$ cat src/hdl/ceb_map.vh
// Constants for the exchange, block, arithmetic, rotate and call executor
`ifndef CEB_MAP_VH
`define CEB_MAP_VH

// ----------------------------------------------------------------
// Flag bit positions
// ----------------------------------------------------------------
`define CEB_F_S 7
`define CEB_F_Z 6
`define CEB_F_H 4
`define CEB_F_PV 2
`define CEB_F_N 1
`define CEB_F_C 0

// ----------------------------------------------------------------
// Opcodes (unprefixed, and second byte after the ED prefix)
// ----------------------------------------------------------------
`define CEB_OP_DI 8'hF3
`define CEB_OP_EI 8'hFB
`define CEB_OP_EXX 8'hD9
`define CEB_OP_EX_DE_HL 8'hEB
`define CEB_OP_EX_AF 8'h08
`define CEB_OP_RLCA 8'h07
`define CEB_OP_RLA 8'h17
`define CEB_OP_ACC_ROTATE_RIGHT_CIRCULAR 8'h0F
`define CEB_OP_RRA 8'h1F
`define CEB_OP_CALL 8'hCD
`define CEB_OP_RET 8'hC9
`define CEB_ED_LD_A_IV 8'h57
`define CEB_ED_LD_A_RF 8'h5F
`define CEB_ED_RETURN_FROM_NONMASKABLE 8'h45
`define CEB_ED_COPY_UP 8'hA0
`define CEB_ED_COPY_DN 8'hA8
`define CEB_ED_COPY_RUP 8'hB0
`define CEB_ED_COPY_RDN 8'hB8
`define CEB_ED_CMP_UP 8'hA1

// ----------------------------------------------------------------
// Cycle counts in T states (one T state per ref_clk cycle)
// ----------------------------------------------------------------
`define CEB_T_SHORT 5'd4
`define CEB_T_LD_A_SPECIAL 5'd9
`define CEB_T_BLOCK 5'd16
`define CEB_T_BLOCK_AGAIN 5'd21
`define CEB_T_ADD16 5'd11
`define CEB_T_ADC16 5'd15
`define CEB_T_CALL 5'd17
`define CEB_T_CALL_SKIP 5'd10
`define CEB_T_RET 5'd10
`define CEB_T_RET_TAKEN 5'd11
`define CEB_T_RET_SKIP 5'd5
`define CEB_T_RETURN_FROM_NONMASKABLE 5'd14

// ----------------------------------------------------------------
// Reset values
// ----------------------------------------------------------------
`define CEB_RST_BYTE 8'h00
`define CEB_RST_WORD 16'h0000

`endif

$ cat src/hdl/ceb_exec.v
// Execution unit for interrupt latches, exchanges, block ops, 16-bit math, rotates, call and return
// Function
// - Reset and disable clear both latches; enable sets
// - Special accumulator loads copy shadow latch to P/V
// - Nonmaskable accept clears primary; return restores it
// - Bank swap exchanges three pairs, 4 T
// - EB swaps pointers, 08 swaps accumulator-flag pair
// - Single block copy moves, steps, 16 T
// - Repeating copy: 21 T per pass, 16 last
// - Repeating block P/V zero only at completion
// - Block compare sets N, Z on equality
// - 16-bit add selects operand, 11 T, carry
// - Accumulator rotates, 4 T, carry from shifted bit
// - Call pushes high then low; 10/17 T
// - Return pops low then high; 10 T, conditional 5/11 T
`timescale 1ns/1ps
`include "ceb_map.vh"

module ceb_exec (
	// Clock and reset
	input wire ref_clk,
	input wire resetn,
	// Instruction issue
	input wire instr_valid,
	input wire instr_ed,
	input wire [7:0] instr_op,
	input wire [15:0] instr_imm,
	input wire [15:0] instr_next_pc,
	output wire instr_ready,
	output reg instr_done,
	output reg instr_repeat,
	output reg instr_illegal,
	// Interrupt side
	input wire nmi_req,
	output reg nmi_taken,
	input wire [7:0] int_vector_reg,
	input wire [7:0] refresh_count,
	output reg interrupt_enable_primary,
	output reg interrupt_enable_shadow,
	// Memory
	output reg [15:0] mem_addr,
	output reg [7:0] mem_wdata,
	output reg mem_rd,
	output reg mem_wr,
	input wire [7:0] mem_rdata,
	// Register state
	output reg [7:0] reg_a,
	output reg [7:0] reg_f,
	output reg [15:0] counter_pair,
	output reg [15:0] pointer_pair_second,
	output reg [15:0] pointer_pair_third,
	output reg [15:0] reg_sp,
	output reg [15:0] reg_pc
);

	localparam ST_IDLE = 1'b0;
	localparam ST_EXEC = 1'b1;

	localparam C_ILLEGAL = 4'd0;
	localparam C_DI = 4'd1;
	localparam C_EI = 4'd2;
	localparam C_LDSPEC = 4'd3;
	localparam C_RETURN_FROM_NONMASKABLE = 4'd4;
	localparam C_EXX = 4'd5;
	localparam C_EXDH = 4'd6;
	localparam C_EXAF = 4'd7;
	localparam C_COPY = 4'd8;
	localparam C_CMP = 4'd9;
	localparam C_ADD16 = 4'd10;
	localparam C_ADC16 = 4'd11;
	localparam C_ROT = 4'd12;
	localparam C_CALL = 4'd13;
	localparam C_RET = 4'd14;

	reg state;
	reg [4:0] cnt;
	reg [4:0] step;
	reg cur_ed;
	reg [7:0] cur_op;
	reg [15:0] cur_imm;
	reg [15:0] cur_npc;
	reg cur_take;
	reg [7:0] tmp_lo;
	reg [7:0] tmp_hi;
	reg [7:0] alt_a;
	reg [7:0] alt_f;
	reg [15:0] alt_bc;
	reg [15:0] alt_de;
	reg [15:0] alt_hl;

	// ----------------------------------------------------------------
	// Decode helpers
	// ----------------------------------------------------------------
	function [3:0] op_class;
		input ed;
		input [7:0] op;
		begin
			op_class = C_ILLEGAL;
			if (ed) begin
				if (op == `CEB_ED_LD_A_IV || op == `CEB_ED_LD_A_RF)
					op_class = C_LDSPEC;
				else if (op == `CEB_ED_RETURN_FROM_NONMASKABLE)
					op_class = C_RETURN_FROM_NONMASKABLE;
				else if (op == `CEB_ED_COPY_UP || op == `CEB_ED_COPY_DN || op == `CEB_ED_COPY_RUP
					|| op == `CEB_ED_COPY_RDN)
					op_class = C_COPY;
				else if (op == `CEB_ED_CMP_UP)
					op_class = C_CMP;
				else if (op[7:6] == 2'b01 && op[2:0] == 3'b010)
					op_class = C_ADC16;
			end else begin
				if (op == `CEB_OP_DI)
					op_class = C_DI;
				else if (op == `CEB_OP_EI)
					op_class = C_EI;
				else if (op == `CEB_OP_EXX)
					op_class = C_EXX;
				else if (op == `CEB_OP_EX_DE_HL)
					op_class = C_EXDH;
				else if (op == `CEB_OP_EX_AF)
					op_class = C_EXAF;
				else if (op == `CEB_OP_RLCA || op == `CEB_OP_RLA || op == `CEB_OP_ACC_ROTATE_RIGHT_CIRCULAR || op == `CEB_OP_RRA)
					op_class = C_ROT;
				else if (op[7:6] == 2'b00 && op[3:0] == 4'b1001)
					op_class = C_ADD16;
				else if (op == `CEB_OP_CALL || (op[7:6] == 2'b11 && op[2:0] == 3'b100))
					op_class = C_CALL;
				else if (op == `CEB_OP_RET || (op[7:6] == 2'b11 && op[2:0] == 3'b000))
					op_class = C_RET;
			end
		end
	endfunction

	// Condition codes: NZ, Z, NC, C, PO, PE, P, M
	function cond_true;
		input [2:0] cc;
		input [7:0] f;
		begin
			case (cc[2:1])
				2'b00: cond_true = f[`CEB_F_Z] == cc[0];
				2'b01: cond_true = f[`CEB_F_C] == cc[0];
				2'b10: cond_true = f[`CEB_F_PV] == cc[0];
				default: cond_true = f[`CEB_F_S] == cc[0];
			endcase
		end
	endfunction

	function [15:0] pair_sel;
		input [1:0] ss;
		input [15:0] bc;
		input [15:0] de;
		input [15:0] hl;
		input [15:0] sp;
		begin
			case (ss)
				2'b00: pair_sel = bc;
				2'b01: pair_sel = de;
				2'b10: pair_sel = hl;
				default: pair_sel = sp;
			endcase
		end
	endfunction

	wire [3:0] in_class = op_class(instr_ed, instr_op);
	wire [3:0] cls = op_class(cur_ed, cur_op);
	wire in_take = instr_op == `CEB_OP_CALL || instr_op == `CEB_OP_RET || cond_true(instr_op[5:3], reg_f);
	wire cur_uncond = cur_op == `CEB_OP_CALL || cur_op == `CEB_OP_RET;

	// ----------------------------------------------------------------
	// Cycle count of the incoming instruction
	// ----------------------------------------------------------------
	reg [4:0] in_tstates;
	always @* begin
		case (in_class)
			C_LDSPEC: in_tstates = `CEB_T_LD_A_SPECIAL;
			C_RETURN_FROM_NONMASKABLE: in_tstates = `CEB_T_RETURN_FROM_NONMASKABLE;
			C_COPY: in_tstates = (instr_op[4] && counter_pair != 16'h0001) ? `CEB_T_BLOCK_AGAIN : `CEB_T_BLOCK;
			C_CMP: in_tstates = `CEB_T_BLOCK;
			C_ADD16: in_tstates = `CEB_T_ADD16;
			C_ADC16: in_tstates = `CEB_T_ADC16;
			C_CALL: in_tstates = in_take ? `CEB_T_CALL : `CEB_T_CALL_SKIP;
			C_RET: in_tstates = instr_op == `CEB_OP_RET ? `CEB_T_RET
				: (in_take ? `CEB_T_RET_TAKEN : `CEB_T_RET_SKIP);
			default: in_tstates = `CEB_T_SHORT;
		endcase
	end

	// ----------------------------------------------------------------
	// Arithmetic for the commit cycle
	// ----------------------------------------------------------------
	wire [15:0] add_src = pair_sel(cur_op[5:4], counter_pair, pointer_pair_second, pointer_pair_third, reg_sp);
	wire carry_in = cur_ed & reg_f[`CEB_F_C];
	wire [16:0] sum17 = {1'b0, pointer_pair_third} + {1'b0, add_src} + {16'h0000, carry_in};
	wire [16:0] dif17 = {1'b0, pointer_pair_third} - {1'b0, add_src} - {16'h0000, reg_f[`CEB_F_C]};
	wire [12:0] sum_h = {1'b0, pointer_pair_third[11:0]} + {1'b0, add_src[11:0]} + {12'h000, carry_in};
	wire [12:0] dif_h = {1'b0, pointer_pair_third[11:0]} - {1'b0, add_src[11:0]}
		- {12'h000, reg_f[`CEB_F_C]};
	wire is_sub = ~cur_op[3];
	wire [15:0] res16 = is_sub ? dif17[15:0] : sum17[15:0];
	wire ovf_add = (pointer_pair_third[15] == add_src[15]) && (res16[15] != pointer_pair_third[15]);
	wire ovf_sub = (pointer_pair_third[15] != add_src[15]) && (res16[15] != pointer_pair_third[15]);
	wire [8:0] cmp9 = {1'b0, reg_a} - {1'b0, tmp_lo};
	wire [4:0] cmp_h = {1'b0, reg_a[3:0]} - {1'b0, tmp_lo[3:0]};
	wire [15:0] bc_dec = counter_pair - 16'h0001;
	wire [15:0] sp_dn1 = reg_sp - 16'h0001;
	wire [15:0] sp_dn2 = reg_sp - 16'h0002;
	wire [15:0] sp_up1 = reg_sp + 16'h0001;
	wire [15:0] sp_up2 = reg_sp + 16'h0002;
	wire [15:0] step_ptr = cur_op[3] ? 16'hFFFF : 16'h0001;

	assign instr_ready = state == ST_IDLE;

	// ----------------------------------------------------------------
	// Sequencer, memory steps and commit
	// ----------------------------------------------------------------
	always @(posedge ref_clk) begin
		if (!resetn) begin
			state <= ST_IDLE;
			cnt <= 5'd0;
			step <= 5'd0;
			cur_ed <= 1'b0;
			cur_op <= `CEB_RST_BYTE;
			cur_imm <= `CEB_RST_WORD;
			cur_npc <= `CEB_RST_WORD;
			cur_take <= 1'b0;
			tmp_lo <= `CEB_RST_BYTE;
			tmp_hi <= `CEB_RST_BYTE;
			instr_done <= 1'b0;
			instr_repeat <= 1'b0;
			instr_illegal <= 1'b0;
			nmi_taken <= 1'b0;
			interrupt_enable_primary <= 1'b0;
			interrupt_enable_shadow <= 1'b0;
			mem_addr <= `CEB_RST_WORD;
			mem_wdata <= `CEB_RST_BYTE;
			mem_rd <= 1'b0;
			mem_wr <= 1'b0;
			reg_a <= `CEB_RST_BYTE;
			reg_f <= `CEB_RST_BYTE;
			counter_pair <= `CEB_RST_WORD;
			pointer_pair_second <= `CEB_RST_WORD;
			pointer_pair_third <= `CEB_RST_WORD;
			reg_sp <= `CEB_RST_WORD;
			reg_pc <= `CEB_RST_WORD;
			alt_a <= `CEB_RST_BYTE;
			alt_f <= `CEB_RST_BYTE;
			alt_bc <= `CEB_RST_WORD;
			alt_de <= `CEB_RST_WORD;
			alt_hl <= `CEB_RST_WORD;
		end else begin
			instr_done <= 1'b0;
			instr_repeat <= 1'b0;
			instr_illegal <= 1'b0;
			nmi_taken <= 1'b0;
			mem_rd <= 1'b0;
			mem_wr <= 1'b0;
			case (state)
				ST_IDLE: begin
					if (instr_valid) begin
						cur_ed <= instr_ed;
						cur_op <= instr_op;
						cur_imm <= instr_imm;
						cur_npc <= instr_next_pc;
						cur_take <= in_take;
						// Accept cycle counts as the first T state
						cnt <= in_tstates - 5'd2;
						step <= 5'd0;
						state <= ST_EXEC;
					end
				end
				ST_EXEC: begin
					step <= step + 5'd1;
					cnt <= cnt - 5'd1;
					// Memory reads return combinationally while mem_rd is high
					if ((cls == C_COPY || cls == C_CMP) && step == 5'd0) begin
						mem_addr <= pointer_pair_third;
						mem_rd <= 1'b1;
					end
					if ((cls == C_COPY || cls == C_CMP) && step == 5'd1)
						tmp_lo <= mem_rdata;
					if (cls == C_COPY && step == 5'd1) begin
						mem_addr <= pointer_pair_second;
						mem_wdata <= mem_rdata;
						mem_wr <= 1'b1;
					end
					if (cls == C_CALL && cur_take && step == 5'd0) begin
						mem_addr <= sp_dn1;
						mem_wdata <= cur_npc[15:8];
						mem_wr <= 1'b1;
					end
					if (cls == C_CALL && cur_take && step == 5'd1) begin
						mem_addr <= sp_dn2;
						mem_wdata <= cur_npc[7:0];
						mem_wr <= 1'b1;
					end
					if ((cls == C_RET || cls == C_RETURN_FROM_NONMASKABLE) && (cur_take || cls == C_RETURN_FROM_NONMASKABLE)) begin
						if (step == 5'd0) begin
							mem_addr <= reg_sp;
							mem_rd <= 1'b1;
						end else if (step == 5'd1) begin
							tmp_lo <= mem_rdata;
							mem_addr <= sp_up1;
							mem_rd <= 1'b1;
						end else if (step == 5'd2) begin
							tmp_hi <= mem_rdata;
						end
					end
					if (cnt == 5'd0) begin
						state <= ST_IDLE;
						instr_done <= 1'b1;
						reg_pc <= cur_npc;
						case (cls)
							C_DI: begin
								interrupt_enable_primary <= 1'b0;
								interrupt_enable_shadow <= 1'b0;
							end
							C_EI: begin
								interrupt_enable_primary <= 1'b1;
								interrupt_enable_shadow <= 1'b1;
							end
							C_LDSPEC: begin
								reg_a <= cur_op[3] ? refresh_count : int_vector_reg;
								reg_f[`CEB_F_PV] <= interrupt_enable_shadow;
								reg_f[`CEB_F_S] <= cur_op[3] ? refresh_count[7] : int_vector_reg[7];
								reg_f[`CEB_F_Z] <= (cur_op[3] ? refresh_count : int_vector_reg) == 8'h00;
								reg_f[`CEB_F_H] <= 1'b0;
								reg_f[`CEB_F_N] <= 1'b0;
							end
							C_RETURN_FROM_NONMASKABLE: begin
								interrupt_enable_primary <= interrupt_enable_shadow;
								reg_sp <= sp_up2;
								reg_pc <= {tmp_hi, tmp_lo};
							end
							C_EXX: begin
								counter_pair <= alt_bc;
								alt_bc <= counter_pair;
								pointer_pair_second <= alt_de;
								alt_de <= pointer_pair_second;
								pointer_pair_third <= alt_hl;
								alt_hl <= pointer_pair_third;
							end
							C_EXDH: begin
								pointer_pair_second <= pointer_pair_third;
								pointer_pair_third <= pointer_pair_second;
							end
							C_EXAF: begin
								reg_a <= alt_a;
								reg_f <= alt_f;
								alt_a <= reg_a;
								alt_f <= reg_f;
							end
							C_COPY: begin
								pointer_pair_second <= pointer_pair_second + step_ptr;
								pointer_pair_third <= pointer_pair_third + step_ptr;
								counter_pair <= bc_dec;
								reg_f[`CEB_F_H] <= 1'b0;
								reg_f[`CEB_F_N] <= 1'b0;
								// Only the final repeating pass sees a zero counter
								reg_f[`CEB_F_PV] <= bc_dec != 16'h0000;
								if (cur_op[4] && bc_dec != 16'h0000) begin
									// Pass ends like any instruction so interrupts get in
									instr_repeat <= 1'b1;
									reg_pc <= reg_pc;
								end
							end
							C_CMP: begin
								pointer_pair_third <= pointer_pair_third + 16'h0001;
								counter_pair <= bc_dec;
								reg_f[`CEB_F_S] <= cmp9[7];
								reg_f[`CEB_F_Z] <= cmp9[7:0] == 8'h00;
								reg_f[`CEB_F_H] <= cmp_h[4];
								reg_f[`CEB_F_PV] <= bc_dec != 16'h0000;
								reg_f[`CEB_F_N] <= 1'b1;
							end
							C_ADD16: begin
								pointer_pair_third <= sum17[15:0];
								reg_f[`CEB_F_C] <= sum17[16];
								reg_f[`CEB_F_H] <= sum_h[12];
								reg_f[`CEB_F_N] <= 1'b0;
							end
							C_ADC16: begin
								pointer_pair_third <= res16;
								reg_f[`CEB_F_S] <= res16[15];
								reg_f[`CEB_F_Z] <= res16 == 16'h0000;
								reg_f[`CEB_F_H] <= is_sub ? dif_h[12] : sum_h[12];
								reg_f[`CEB_F_PV] <= is_sub ? ovf_sub : ovf_add;
								reg_f[`CEB_F_N] <= is_sub;
								reg_f[`CEB_F_C] <= is_sub ? dif17[16] : sum17[16];
							end
							C_ROT: begin
								case (cur_op[4:3])
									2'b00: reg_a <= {reg_a[6:0], reg_a[7]};
									2'b10: reg_a <= {reg_a[6:0], reg_f[`CEB_F_C]};
									2'b01: reg_a <= {reg_a[0], reg_a[7:1]};
									default: reg_a <= {reg_f[`CEB_F_C], reg_a[7:1]};
								endcase
								reg_f[`CEB_F_C] <= cur_op[3] ? reg_a[0] : reg_a[7];
								reg_f[`CEB_F_H] <= 1'b0;
								reg_f[`CEB_F_N] <= 1'b0;
							end
							C_CALL: begin
								if (cur_take) begin
									reg_sp <= sp_dn2;
									reg_pc <= cur_imm;
								end
							end
							C_RET: begin
								if (cur_take) begin
									reg_sp <= sp_up2;
									reg_pc <= {tmp_hi, tmp_lo};
								end
							end
							default: instr_illegal <= 1'b1;
						endcase
						// Acceptance follows the instruction's own effect on the latch
						if (nmi_req) begin
							interrupt_enable_primary <= 1'b0;
							nmi_taken <= 1'b1;
						end
					end
				end
				default: state <= ST_IDLE;
			endcase
		end
	end

endmodule // ceb_exec

$ cat config.mk
export PLATFORM = sky130hd
export DESIGN_NAME = ceb_exec
export DESIGN_NICKNAME = d
export VERILOG_FILES = /design/src/hdl/ceb_exec.v
export VERILOG_INCLUDE_DIRS = /design/src /design/src/hdl
export SDC_FILE = /design/constraint.sdc
export NUM_CORES = 1
export LEC_CHECK = 0
export BUFFER_PORTS_ARGS = -buffer_cell sky130_fd_sc_hd__buf_4
export CAP_MARGIN = 40
export CELL_PAD_IN_SITES_DETAIL_PLACEMENT = 0
export CELL_PAD_IN_SITES_GLOBAL_PLACEMENT = 1
export CORE_UTILIZATION = 47
export DETAILED_ROUTE_END_ITERATION = 8
export MAX_ROUTING_LAYER = met4
export PLACE_DENSITY_LB_ADDON = 0.1
export SYNTH_ARGS = -nofsm -noshare
export SYNTH_HDL_FRONTEND = slang
export SYNTH_SLANG_ARGS = --single-unit
$ cat constraint.sdc
create_clock -name ref_clk -period 13.1 [get_ports ref_clk]
set_input_delay 2.62 -clock ref_clk [delete_from_list [all_inputs] [get_ports ref_clk]]
set_output_delay 2.62 -clock ref_clk [all_outputs]
set_load 0.005 [all_outputs]
After elaboration in Yosys (flattened, before gate mapping)
Cells that the tools add are included.
Widths: inputs -> output; s select.
{ "op_classes": {"n_addsub": 21, "n_reduce_logical": 93, "eq_ne": 90, "n_bitwise": 5, "muxes": 97} }
{ "ops": {"columns": ["cell", "count"], "rows": [
  ["$mux 16", 14],
  ["$eq 8x8->1 const B", 22],
  ["$pmux 16 s3", 3],
  ["$mux 4", 32],
  ["$pmux 16 s6", 1],
  ["$mux 8", 8],
  ["$pmux 16 s4", 1],
  ["$eq 4x4->1 const B", 15],
  ["$eq 8x7->1 const B", 6],
  ["$pmux 8 s3", 2],
  ["$reduce_and 3->1", 15],
  ["$pmux 5 s8", 1],
  ["$add 16x1->16 const B", 2],
  ["$add 16x16->16", 2],
  ["$eq 8x4->1 const B", 4],
  ["$eq 8x5->1 const B", 4],
  ["$pmux 16 s2", 1],
  ["$sub 16x1->16 const B", 2],
  ["$logic_or 1x1->1", 23],
  ["$eq 4x3->1 const B", 5],
  ["$pmux 5 s2", 2],
  ["$reduce_bool 4->1", 5],
  ["$logic_and 1x1->1", 19],
  ["$mux 1", 19],
  ["other kinds (54)", 98]
]} }
{ "word_totals": {"wordCells": 343, "reg_bits": 261} }

Logic depth before layout (Yosys ltp)
Gate-level depths: netlist of the first run.
{ "depth": {"depth_word": 23, "depth_mapped": 17, "ltp_nobuf": 14} }

Worst setup path after synthesis of the first run
Ideal clock, no wire load.
{ "synth_timing": {"path_type": "input to register", "startpoint": "input instr_op[3]", "endpoint": "register cnt[3]", "setup_ns": 0.119, "path_buffers": 1, "stages": 13, "path_slack_ns": 7.836, "t_arrival_ns": 5.145, "path_cell_list": "clkbuf_1 nor4b_1 nor2_1 o311ai_0 nand2_1 or2_2 nand2_1 a22oi_1 a311oi_1 ha_1 nand2b_1 mux2i_1 o221a_1"} }
{ "synth_between": {"elab_chain_len": 17, "elab_cells_between_ends": 66, "classes_between": "add/sub (1); eq/ne (32); mux (21); reduce/logical (12)"} }
{ "synth_rtl": {"columns": ["item", "line_no", "rtl"], "rows": [
  ["start, declared", "ceb_exec.v:26", "input wire [7:0] instr_op,"],
  ["$eq 8x8->1 (no line)", null, null],
  ["$logic_or 1x1->1", "ceb_exec.v:128", "else if (op == `CEB_OP_RET || (op[7:6] == 2'b11 && op[2:0] == 3'b000))"],
  ["$mux 4", "ceb_exec.v:128", null],
  ["$mux 4", "ceb_exec.v:126", "else if (op == `CEB_OP_CALL || (op[7:6] == 2'b11 && op[2:0] == 3'b100))"],
  ["$mux 4", "ceb_exec.v:124", "else if (op[7:6] == 2'b00 && op[3:0] == 4'b1001)"],
  ["$mux 4", "ceb_exec.v:122", "else if (op == `CEB_OP_RLCA || op == `CEB_OP_RLA || op == `CEB_OP_ACC_ROTATE_RIGHT_CIRCULAR || op == `CEB_OP_R ..."],
  ["$mux 4", "ceb_exec.v:120", "else if (op == `CEB_OP_EX_AF)"],
  ["$mux 4", "ceb_exec.v:118", "else if (op == `CEB_OP_EX_DE_HL)"],
  ["$mux 4", "ceb_exec.v:116", "else if (op == `CEB_OP_EXX)"],
  ["$mux 4", "ceb_exec.v:114", "else if (op == `CEB_OP_EI)"],
  ["$mux 4", "ceb_exec.v:112", "if (op == `CEB_OP_DI)"],
  ["$mux 4", "ceb_exec.v:99", "if (ed) begin"],
  ["$eq 4x4->1 (tied with other cells)", "ceb_exec.v:174", "case (in_class)"],
  ["$pmux 5 s8 *", "ceb_exec.v:174", null],
  ["$sub 5x2->5 *", "ceb_exec.v:266", "cnt <= in_tstates - 5'd2;"],
  ["$mux 5 *", "ceb_exec.v:259", "if (instr_valid) begin"],
  ["$pmux 5 s2 *", "ceb_exec.v:257", "case (state)"],
  ["end signal, assigned", "ceb_exec.v:266", null],
  ["end signal, assigned", "ceb_exec.v:273", "cnt <= cnt - 5'd1;"],
  ["end, declared", "ceb_exec.v:76", "reg [4:0] cnt;"]
]} }
Every way passes the cells marked *; elsewhere a longest branch is shown, timed or not. The select of a mux whose other input is x is not followed.
A chain may end at the register's enable or synchronous reset.

Worst setup path after layout of the first run
{ "layout_timing": {"startpoint": "input instr_op[1]", "endpoint": "register cnt[2]"} }
{ "layout_between": {"elab_chain_len": 18, "elab_cells_between_ends": 68, "classes_between": "add/sub (1); eq/ne (30); mux (21); reduce/logical (16)"} }
{ "layout_rtl": {"columns": ["item", "line_no"], "rows": [
  ["branches (longest 14 deep; another with $eq 8x8->1)", null],
  ["$pmux 5 s8 *", "ceb_exec.v:174"],
  ["$sub 5x2->5 *", "ceb_exec.v:266"],
  ["$mux 5 *", "ceb_exec.v:259"],
  ["$pmux 5 s2 *", "ceb_exec.v:257"]
]} }
Mark *: on every way between the ends. The select of a mux whose other input is x is not followed.

==> results.md, run 1 <==
STA:
- At the pin with the least slew margin, the transition time is 0.875 ns.
- The worst hold slack is 0.453 ns.
- The achievable frequency is 196 MHz.
- The number of max-slew violations in the final report is 0.
- The final worst clock skew is around 0.011 ns.
- The final number of setup-violating endpoints is 0.
- The worst slew margin relative to its limit is 0.401.
- The final hold violation count is 0.
- Setup repair after global routing left no endpoint under its margin.
- For the final routed database, the setup TNS stands at 0 ns.
- The minimum period implied by the final worst setup slack is around 5.1 ns.
- Dividing the final minimum period by the clock period gives 0.390.

Routing:
- After detailed routing, the average wire length per cell comes to 22.2 µm.
- The number of detailed-routing iterations run before antenna repair is 8.
- The detailed router finished its first iteration with roughly 2.2k violations.
- The total via count in the routed design is about 19k.
- The total wire length is between 60 and 70 mm.
- The detail route stage leaves a number of antenna-violating nets equal to 0.
- Using the TritonRoute via totals, the vias-per-cell ratio works out to a little over 6.
- The remaining design rule violation count is 0.

Floorplanning:
- The chip height is between 150 and 200 µm.
- The number of I/O pins is roughly 200.
- The horizontal die dimension is 197 µm.
- The placeable core area is 37000 µm².
- The floorplan step defined a die boundary enclosing between 30000 and 40000 µm².
- The site row count is 70.
- The initial utilization of the core area, before any placement, comes to 0.483.

Synthesis:
- After synthesis, the largest family of logic cells by area is compound AO/OA/AOI/OAI gates.
- The synthesized design contains 0 enable-type register cells.
- After synthesis the cells add up to 17800 µm².
- The adder-cell share of the synthesized area is 0.0603.
- The count of different cell masters after synthesis is 102.
- The post-synthesis cell count is ~2.4k.
- After synthesis, the share of flip-flops with an asynchronous set or reset is 0.
- Of the post-synthesis cell area, the part taken by muxes is 0.0469.
- The fraction of the yosys area taken by sequential cells is 0.292.
- Each instance of the synthesized netlist takes up on average 7.50 µm².
- Yosys printed 0 warnings.
- When the netlist entered floorplanning its net count stood at 2530.
- The xor and xnor fraction of the mapped netlist area is 0.0403.
- The post-synthesis compound-gate area fraction is 0.264.
- In the synthesized netlist the dominant register cell turns out to be dfxtp_1.
- The area fraction in and, or, nand and nor cells after synthesis is 0.236.
- The synthesized design contains 260 register bits.

Final layout:
- The layout has between 3k and 4k filler cells.
- After the last flow step, the layout net total stands at 2618.
- Of the cells placed in the final design, the portion with a size suffix greater than 1 is 0.148.
- Leaving out fill and tap cells, the most frequent cell in the layout is nand2_1.
- The core utilization of the finished layout is 0.560.
- Compared with the post-synthesis result, the final layout area differs by 16.0%.
- The antenna diode count is 0.
- The top cell types in the final layout, fill and taps aside, are 368 x nand2_1, 259 x dfxtp_1, 239 x a21oi_1.
- In the final layout, the multi-input gates occupy approximately 12000 µm².
- The area taken by flip-flops and latches is around 5200 µm².

Clock tree:
- The clock latency reported for the late side of the worst-skew pair is roughly 0.6 ns.
- The number of buffers on the longest clock path is 3.
- The number of gates given a new drive strength after cts is 0.
- The number of buffers inserted during clock tree synthesis is 30.
- TritonCTS built the clock tree.
- CTS built an H-tree with a depth of 1.
- The cts-stage hold buffer count is 0.
- Clock-pin slew was measured on the worst setup and hold paths at around 0.06 ns.
- The root buffer selected by CTS is clkbuf_16.
- After clock tree synthesis, the setup repair step added 0 buffers.
- The TritonCTS sink count is 260.

Power and ir drop:
- The overall power consumption is 2.00 mW.
- The power density of the placed cells is roughly 96 nW/µm².
- The static leakage power is between 7 and 8 nW.
- Across the VDD grid, the largest voltage drop is about 94 µV.

Placed design:
- The routability-driven placement congestion ratio is slightly below 1.
- In this run the tool buffered the top-level ports with between 150 and 200 buffer cells.
- Detailed placement finished with a half-perimeter wire length of around 47 mm.

Critical path:
- For the worst setup path, the data arrival time is about 5.6 ns.
- At the worst endpoint, the required time is between 10 and 15 ns.
- Traced cell by cell, the critical path runs through buf_4 -> nor4b_1 -> nor2_1 -> o311ai_0 -> nand2_1 -> or2_2 -> nand2_1 -> a22oi_1 -> a311oi_1 -> ha_1 -> a211oi_1 -> a21oi_1 -> nor2_1.
- The classification of the worst setup path is in -> reg.
- The worst setup path is captured at a flip-flop.
- STA classifies the critical path startpoint as an input pin.
- The master of the slowest instance on the critical path is o311ai_0.
- For this run, the slowest stage of the critical path takes about 0.67 ns.
- In this run the worst path has a maximum fanout of 13.

Job:
- The number of max-capacitance violations reported is 0.

GRT:
- The global-route wire length before repair is 103 mm.
- The global-route total usage across every layer is 0.347.
- The initial antenna violation count was 1.
- The total congestion overflow after global routing is 0.
- The number of global-route vias before repair came to roughly 17k.
- The pin count of the biggest net entering global routing is 70.

Outcome:
- The flow ran to the end, and the final reports show no timing, DRC or antenna violations.

Min path:
- The path class of the tightest hold or removal check is reg -> reg.
[cells by family (layout without fill, tap and decap cells)]
group,Yosys count,in the layout
simple gates,889,889
buf+inv,269,381
flops,260,260
other cells,1,1
compound gates,732,732
fa+ha+maj,83,83
xor+xnor,82,82
mux,62,62
[metal layers]
metal | track usage | wire length, µm | vias up
met5 | - | 0 | -
li1 | - | - | 8788
met4 | 0.0927 | 1580 | 0
met3 | 0.0416 | 5480 | 100
met1 | 0.499 | 31000 | 8959
met2 | 0.508 | 28300 | 830
[cell usage after synthesis (16+ instances only)]
library cell  count  share of area
nor4_1           18         0.0063
nor3_1           59          0.017
a221oi_1         31          0.015
and3_1           17         0.0060
nand2_1         368          0.077
inv_1            84          0.018
nor2b_1          18         0.0063
buf_2            28         0.0079
nor2_1          173          0.036
clkbuf_1        141          0.030
o22ai_1          20         0.0070
a31oi_1          34          0.012
o21ai_0         159          0.045
mux4_2           16          0.020
a22oi_1          24          0.010
a21oi_1         240          0.067
mux2i_1          34          0.019
dfxtp_1         260           0.29
xor2_1           18         0.0088
nand2b_1         21         0.0074
ha_1             78          0.055
a21o_1           18         0.0076
or3_1            25         0.0088
a211oi_1         45          0.019
nand4_1          22         0.0077
xnor2_1          64          0.031
o211ai_1         17         0.0072
nand3_1          76          0.021
[per-stage QoR]
stage / instances / area (µm²) / setup WS, ns
after floorplan: 2378 / 17800 / 7.84
after global placement: 2929 / 19500 / 7.51
after detailed placement: 2938 / 19600 / 7.46
after CTS: 2994 / 20700 / 8.03
after global routing: 2994 / 20700 / 7.53
final: 2994 / 20700 / 7.99
[final timing paths]
kind / end / depth (start not counted) / slack, ns / start
setup / recovery: cnt[2] / 13 / 7.99 / instr_op[1]
hold / removal: alt_f[3] / 2 / 0.45 / alt_f[3]
setup reg to reg: reg_f[6] / 11 / 8.17 / cur_op[4]
hold reg to reg: alt_f[3] / 2 / 0.45 / alt_f[3]
[flip-flops by register name (all words and copies together) (netlist names), 15 cells and up]
signal / count
alt_bc: 16
alt_de: 16
alt_hl: 16
counter_pair: 16
cur_imm: 16
cur_npc: 16
mem_addr: 16
pointer_pair_second: 16
pointer_pair_third: 16
reg_pc: 16
reg_sp: 15
[final cells by class]
cell class,count,share of cell area
Clock inverter,13,0.00810
Clock buffer,43,0.0435
Multi-Input combinational cell,1849,0.561
Tap cell,504,0.0305
Sequential cell,260,0.252
Timing Repair Buffer,238,0.0893
Inverter,87,0.0160
[critical path: cells and delay by family]
family | cells | cell delay (ns)
simple gates | 6 | 1.27
fa+ha+maj | 1 | 0.27
compound gates | 5 | 1.32
buf+inv | 1 | 0.16
[power by group]
group | internal [mW] | total, mW | switching (mW)
clock | 0.538 | 0.909 | 0.371
combinational | 0.0972 | 0.248 | 0.151
sequential | 0.812 | 0.838 | 0.0261
total | 1.45 | 2.00 | 0.549
Power figures use the tool's default switching activity.
==> run 2: changes to the inputs <==
CORE_UTILIZATION = 44   (was 47)
clock period = 4.95 ns   (was 13.1 ns; I/O delays follow)
==> run 2 against run 1 <==
Compared with the run above: routed wire length is 6.4% higher; sequential cell count unchanged; power grew to 2.7 times the previous value; via count up 1.1%; final area increased by 1.9%; first-iteration DRC count down 8.2%; highest routed layer unchanged.
==> results.md, run 2 (synthesis results as in run 1) <==
Outcome:
- The run finished with clean final reports.

GRT:
- The number of global-route vias before repair is 17.4k (+0.74%).
- The initial antenna violation count is 2 (+1).
- The global-route wire length before repair is 108 mm (+5.0%).
- The total congestion overflow after global routing is 0 (unchanged).
- The pin count of the biggest net entering global routing was 98 (+40%).
- The global-route total usage across every layer is 0.345 (-0.00132).

Critical path:
- The startpoint type of the worst setup path is a flip-flop.
- The capture point of the worst path is pointer_pair_second[6].
- The register-to-register setup slack came to 0.38 ns (-7.79 ns).
- Walking the worst path, the cells encountered are buf_4 -> nand3b_1 -> a221oi_1 -> nor2_1 -> a31o_2 -> nand2_1 -> nand4_1 -> nand2_1 -> buf_4 -> nor2_1 -> a211oi_1.
- The maximum fanout encountered on the critical timing path is 31 (+18).
- The launch point of the critical path is cur_op[4].
- The worst-case reg-to-reg path depth came to 11 (unchanged).
- On the critical path the largest part of the delay comes from compound AO/OA/AOI/OAI gates.
- The longest individual stage delay on the worst path came to 0.65 ns (-0.02 ns).
- The required time of the critical path is 5.38 ns (-8.24 ns).
- The slowest stage of the critical path belongs to the cell a211oi_1.
- The startpoint of the worst register-to-register path is cur_op[4].
- The count of buffering cells on the critical path with inverters included is 2 (+1).
- The classification of the worst setup path is reg -> reg.
- The arrival time of the worst setup path is 5.00 ns (-0.63 ns).
- The worst register-to-register path ends at pointer_pair_second[6].
- The cell count along the critical path is 11 (-2).
- The category of the worst setup path capture point is a flip-flop.

Final layout:
- The layout overhead on the synthesized area is 18.2%.
- The antenna diode count came to 0 (unchanged).
- The final net count is 2669 (+1.9%).
- The library cell used most frequently in the layout, excluding fill and tap cells, is nand2_1.
- The area taken by flip-flops and latches is 5210 µm² (about the same).
- The library cells used most frequently in the layout, excluding fill and tap cells, are 368 x nand2_1, 283 x buf_4, 258 x dfxtp_1.
- The area occupied by multi-input gates came to 11600 µm² (unchanged).
- The final-layout fill cell count was 3969 (+11%).
- The fraction of layout cells with a size suffix above 1 was 0.165 (+0.0176).

Placed design:
- The count of port buffers added during placement is 196 (unchanged).
- The routability-driven placement congestion ratio is 0.984 (+0.36%).
- The half-perimeter wire length after detailed placement is 51.8 mm (+10%).

Floorplanning:
- The horizontal die dimension is 203 µm (+3.3%).
- The site row count was 73 (+4.3%).
- The chip height is 203 µm (+3.3%).
- The number of I/O pins is 198 (unchanged).
- The die outline area was 41400 µm² (+6.8%).
- The placeable core area is 39800 µm² (+7.7%).
- The initial core utilization is 0.448 (-0.0347).

Power and ir drop:
- The static leakage power is 8.08 nW (+3.5%).
- The power density of the placed cells is 253 nW/µm² (+160%).
- The overall power consumption is 5.33 mW (+170%).
- The highest ir drop seen on vdd came to 265 µV (+180%).

Routing:
- The total via count in the routed design is 18.9k (+1.1%).
- The number of detailed-routing iterations run before antenna repair is 5 (-3).
- The via-per-instance ratio was 6.17 (-1.2%).
- The remaining antenna violation count after routing is 0 (unchanged).
- The remaining design rule violation count is 0 (unchanged).
- The mean routed wirelength per cell is 23.0 µm (+3.9%).
- The number of design-rule violations left by the first detailed-router iteration is 1991 (-8.2%).
- The total wire length is 70.6 mm (+6.4%).

STA:
- The final number of setup-violating endpoints was 0 (unchanged).
- The worst-margin pin slew came to 0.901 ns (+0.0254 ns).
- Setup repair after global routing left no endpoint under its margin.
- The worst slew margin relative to its limit was 0.397 (-0.00407).
- The smallest clock period supported by the final layout is computed as 4.57 ns.
- The final hold violation count is 0 (unchanged).
- Derived from the worst setup path, the maximum achievable clock frequency is approximately 220 MHz.
- The setup TNS is 0 ns (unchanged).
- The portion of the clock cycle consumed by the worst path in the final layout is 0.923.
- The final worst clock skew is 0.0184 ns (+0.00736 ns).
- The number of max-slew violations in the final report is 0 (unchanged).

Clock tree:
- The number of buffers inserted by post-CTS setup repair is 0 (unchanged).
- The number of buffers inserted during clock tree synthesis is 31 (+3.3%).
- The number of buffers on the longest clock path came to 3 (unchanged).
- The clock latency reported for the late side of the worst-skew pair was 0.61 ns (+0.02 ns).
- The TritonCTS sink count was 260 (unchanged).
- The cts-stage hold buffer count came to 0 (unchanged).
- The clock transition time at the flip-flop clock pins of the worst setup and hold paths was 0.07 ns (about the same).
- The CTS H-tree depth is 1 (unchanged).
- The tree is rooted in a clkbuf_16.
- TritonCTS built the clock tree.

Min path:
- The path category of the worst min-delay check is reg -> reg.

Job:
- The number of max-capacitance violations reported is 0 (unchanged).
[run 2: worst min-delay path by stage]
stage	from	end	cells past startpoint
3_3_place_gp	alt_f[5]	alt_f[5]	2
3_5_place_dp	alt_f[3]	alt_f[3]	2
6_report	alt_f[3]	alt_f[3]	2
4_1_cts	alt_f[3]	alt_f[3]	2
5_1_grt	alt_bc[2]	alt_bc[2]	2
2_1_floorplan	alt_f[1]	alt_f[1]	2
[run 2: metal layers]
layer	global-route usage	vias to the layer above	share of wire
li1	-	8896	-
met1	0.489	9104	0.46
met4	0.0902	0	0.027
met2	0.514	791	0.44
met5	-	-	0
met3	0.0447	100	0.072
[run 2: repair_timing]
item                                    CTS  global route
gates resized for setup                   0             1
endpoints found under the hold margin     0             0
endpoints found under the setup margin    0             1
[run 2: power breakdown]
part	switching [mW]	internal, mW	leakage, nW
clock	0.985	1.46	0.539
sequential	0.0614	2.15	2.11
combinational	0.408	0.265	5.44
[run 2: metrics by stage]
stage / cell area [µm²] / util / hold WS, ns / instances / setup slack [ns]
2_1_floorplan: 17800 / - / 0.429 / 2378 / 0.289
3_3_place_gp: 19900 / 0.500 / 0.438 / 3002 / 0.277
3_5_place_dp: 20000 / 0.502 / 0.445 / 3009 / 0.379
4_1_cts: 21100 / 0.530 / 0.453 / 3064 / 0.360
5_1_grt: 21100 / 0.530 / 0.474 / 3064 / 0.126
6_report: 21100 / 0.530 / 0.452 / 3064 / 0.380
[run 2: cell type report]
class / instances / share of cell area
inverter: 87 / 0.0157
timing repair buffer: 288 / 0.105
clock inverter: 16 / 0.00991
clock buffer: 39 / 0.0416
multi-input combinational: 1849 / 0.550
sequential: 260 / 0.247
tap: 525 / 0.0311
[run 2: worst reg2reg max path, cell delays in order, from the launching register on]
cell and delay [ns]:
dfxtp_1 0.62, buf_4 0.40, nand3b_1 0.13, a221oi_1 0.51, nor2_1 0.18, a31o_2 0.43, nand2_1 0.29, nand4_1 0.55
nand2_1 0.20, buf_4 0.34, nor2_1 0.09, a211oi_1 0.65
==> run 3: changes to the inputs <==
CORE_ASPECT_RATIO = 1.4   (was not set)
==> run 3 against run 2 <==
Compared with the run above: final cell count grew 0.49%; critical path depth grew 4; routed wire length grew 5.1%; sequential share of layout area is essentially flat; power shrank 3.5%; sequential cell count is the same; utilization grew 0.20 points; sequential power is essentially flat; combinational power grew 0.9%; die area is essentially flat; fmax shrank 2.5%; critical path type unchanged.
==> results.md, run 3 (synthesis results as in run 1) <==
Critical path:
- The maximum fanout encountered on the critical timing path is 8 (-74%).
- The worst-case reg-to-reg path depth came to 15 (+4).
- The startpoint of the worst register-to-register path is cur_op[5].
- In this run the critical register-to-register path is captured at reg_f[6].
- The launch point of the critical path is cur_op[5].
- The register-to-register setup slack is 0.27 ns (-0.11 ns).
- The capture point of the worst path is reg_f[6].
- STA classifies the critical path startpoint as a flip-flop.
- The setup path with the least slack is of type reg -> reg.
- The arrival time of the worst setup path is 5.21 ns (+0.21 ns).
- The required time of the critical path is 5.47 ns (+0.09 ns).
- The category of the worst setup path capture point is a flip-flop.

Clock tree:
- The clock latency reported for the late side of the worst-skew pair is 0.61 ns (about the same).
- The root buffer selected by CTS is clkbuf_16.
- The CTS H-tree depth is 1 (unchanged).
- The cts-stage hold buffer count is 0 (unchanged).
- The number of buffers on the longest clock path is 3 (unchanged).
- The clock transition time at the flip-flop clock pins of the worst setup and hold paths came to 0.06 ns (about the same).
- TritonCTS built the clock tree.
- The TritonCTS sink count is 260 (unchanged).
- The number of gates given a new drive strength after cts is 0 (unchanged).
- The number of buffers inserted by post-CTS setup repair came to 0 (unchanged).
- The number of buffers inserted during clock tree synthesis came to 30 (-3.2%).

STA:
- The final hold violation count came to 0 (unchanged).
- The setup TNS came to 0 ns (unchanged).
- The worst-margin pin slew is 0.910 ns (+0.00968 ns).
- The achievable frequency is 213 MHz (-2.5%).
- Setup repair after global routing left no endpoint under its margin.
- The portion of the clock cycle consumed by the worst path in the final layout was 0.946 (+0.0232).
- The number of max-slew violations in the final report is 0 (unchanged).
- The worst slew margin relative to its limit is 0.385 (-0.0119).
- The worst hold slack is 0.450 ns (-0.00111 ns).
- The final worst clock skew was 0.0413 ns (+0.0229 ns).
- The final number of setup-violating endpoints is 0 (unchanged).
- The minimum period implied by the final worst setup slack is 4.68 ns (+0.115 ns).

Power and ir drop:
- The highest ir drop seen on vdd came to 247 µV (-6.7%).
- The static leakage power is 8.10 nW (+0.23%).
- The internal power is 3.68 mW (-5.1%).
- The switching power share of the total is 0.285 (+0.0124).
- The combinational share of power is 0.132 (+0.006).
- The part of the power in the clock network is 0.437 (-0.022).
- The switching power total is 1.47 mW (+0.90%).
- The power density of the placed cells came to 244 nW/µm² (-3.6%).
- The proportion of power drawn by flip-flops and latches is 0.431 (+0.016).

GRT:
- The total congestion overflow after global routing is 0 (unchanged).
- The initial antenna violation count came to 0 (-2).
- The global-route total usage across every layer was 0.366 (+0.0208).
- The pin count of the biggest net entering global routing is 101 (+3.1%).
- The met3 track demand over resource in global routing was 0.0423 (-0.00244).
- The number of global-route vias before repair is 18.0k (+3.6%).
- The met1 track demand over resource is 0.427 (-0.0624).
- The global-route wire length before repair is 111 mm (+2.8%).
- The busiest metal layer after global routing is met2.
- The met2 track demand over resource in global routing is 0.605 (+0.0907).

Floorplanning:
- The chip height is 240 µm (+18%).
- The site row count is 86 (+18%).
- The number of I/O pins was 198 (unchanged).
- The initial core utilization was 0.449 (+0.00133).
- The die outline area is 41400 µm² (about the same).
- The horizontal die dimension is 172 µm (-15%).
- The placeable core area is 39700 µm² (-0.30%).

Routing:
- The via-per-instance ratio is 6.20 (+0.61%).
- The number of detailed-routing iterations run before antenna repair is 6 (+1).
- The total wire length is 74.2 mm (+5.1%).
- The number of design-rule violations left by the first detailed-router iteration is 1562 (-22%).
- The total via count in the routed design is 19.1k (+1.1%).
- The remaining antenna violation count after routing was 0 (unchanged).
- The mean routed wirelength per cell came to 24.1 µm (+4.6%).
- The remaining design rule violation count is 0 (unchanged).

Final layout:
- The layout overhead on the synthesized area is 18.3% (about the same).
- The fraction of layout cells with a size suffix above 1 was 0.170 (+0.00432).
- The antenna diode count is 0 (unchanged).
- The library cell used most frequently in the layout, excluding fill and tap cells, is nand2_1.
- In the layout the commonest cells are 368 x nand2_1, 294 x buf_4, 258 x dfxtp_1.
- The final net count is 2679 (+0.37%).

Placed design:
- The half-perimeter wire length after detailed placement is 55.2 mm (+6.6%).
- The routability-driven placement congestion ratio is 1.02 (+3.5%).
- The count of port buffers added during placement is 196 (unchanged).

Min path:
- The path category of the worst min-delay check is reg -> reg.
- The startpoint of the tightest hold check path is alt_f[5].

Job:
- The number of max-capacitance violations reported was 0 (unchanged).

Outcome:
- The flow ran to the end, and the final reports show no timing, DRC or antenna violations.
==> run 3: worst min path at each step <==
| stage | endpoint | slack (ns) | cells after the start |
|---|---|---|---|
| after detailed placement | alt_f[5] | 0.44 | 2 |
| after global placement | alt_f[5] | 0.44 | 2 |
| after CTS | alt_f[5] | 0.45 | 2 |
| after global routing | alt_f[5] | 0.47 | 2 |
| after floorplan | alt_f[1] | 0.43 | 2 |
| final | alt_f[5] | 0.45 | 2 |
==> run 3: worst max-delay path, cell delays in order (launching register included) <==
cell and delay (ns):
dfxtp_1 0.56, buf_4 0.26, mux2i_1 0.23, o22a_1 0.20, fa_1 0.44, inv_1 0.07
ha_1 0.13, o21ai_0 0.15, a211oi_1 0.55, mux2_2 0.41, o41ai_1 0.38, nand3_1 0.15
nor4_1 0.33, o2111ai_1 0.17, nor4_1 0.42, o31a_1 0.18
==> run 3: stage by stage <==
step / instances / util / area (µm²) / worst slack (ns) / total power [mW]
after global routing: 3079 / 0.532 / 21100 / 0.0480 / 5.33
after CTS: 3079 / 0.531 / 21100 / 0.286 / 5.17
final: 3079 / 0.532 / 21100 / 0.265 / 5.14
after floorplan: 2378 / - / 17800 / 0.289 / 2.66
after detailed placement: 3023 / 0.506 / 20100 / 0.317 / 2.93
after global placement: 3019 / 0.505 / 20000 / 0.422 / 2.92
==> run 3: routing by layer <==
layer	wire [µm]	vias to the layer above
met5	0	-
met4	4730	0
met3	4370	209
met2	36100	807
met1	29000	9179
li1	-	8905
==> run 3: area by class of cell <==
cell class	count	area [µm²]
Sequential cell	260	5210
Clock buffer	41	882
Clock inverter	15	121
Timing Repair Buffer	299	2290
Inverter	87	332
Fill cell	3928	18600
Multi-Input combinational cell	1849	11600
Tap cell	528	661
==> run 3: power by group through the flow <==
stage          logic (mW)  registers (mW)  clock network [mW]
6_report            0.679            2.22                2.25
5_1_grt             0.738            2.22                2.37
4_1_cts             0.670            2.22                2.28
3_5_place_dp        0.667            2.26                   0
3_3_place_gp        0.657            2.26                   0
2_1_floorplan       0.426            2.23                   0
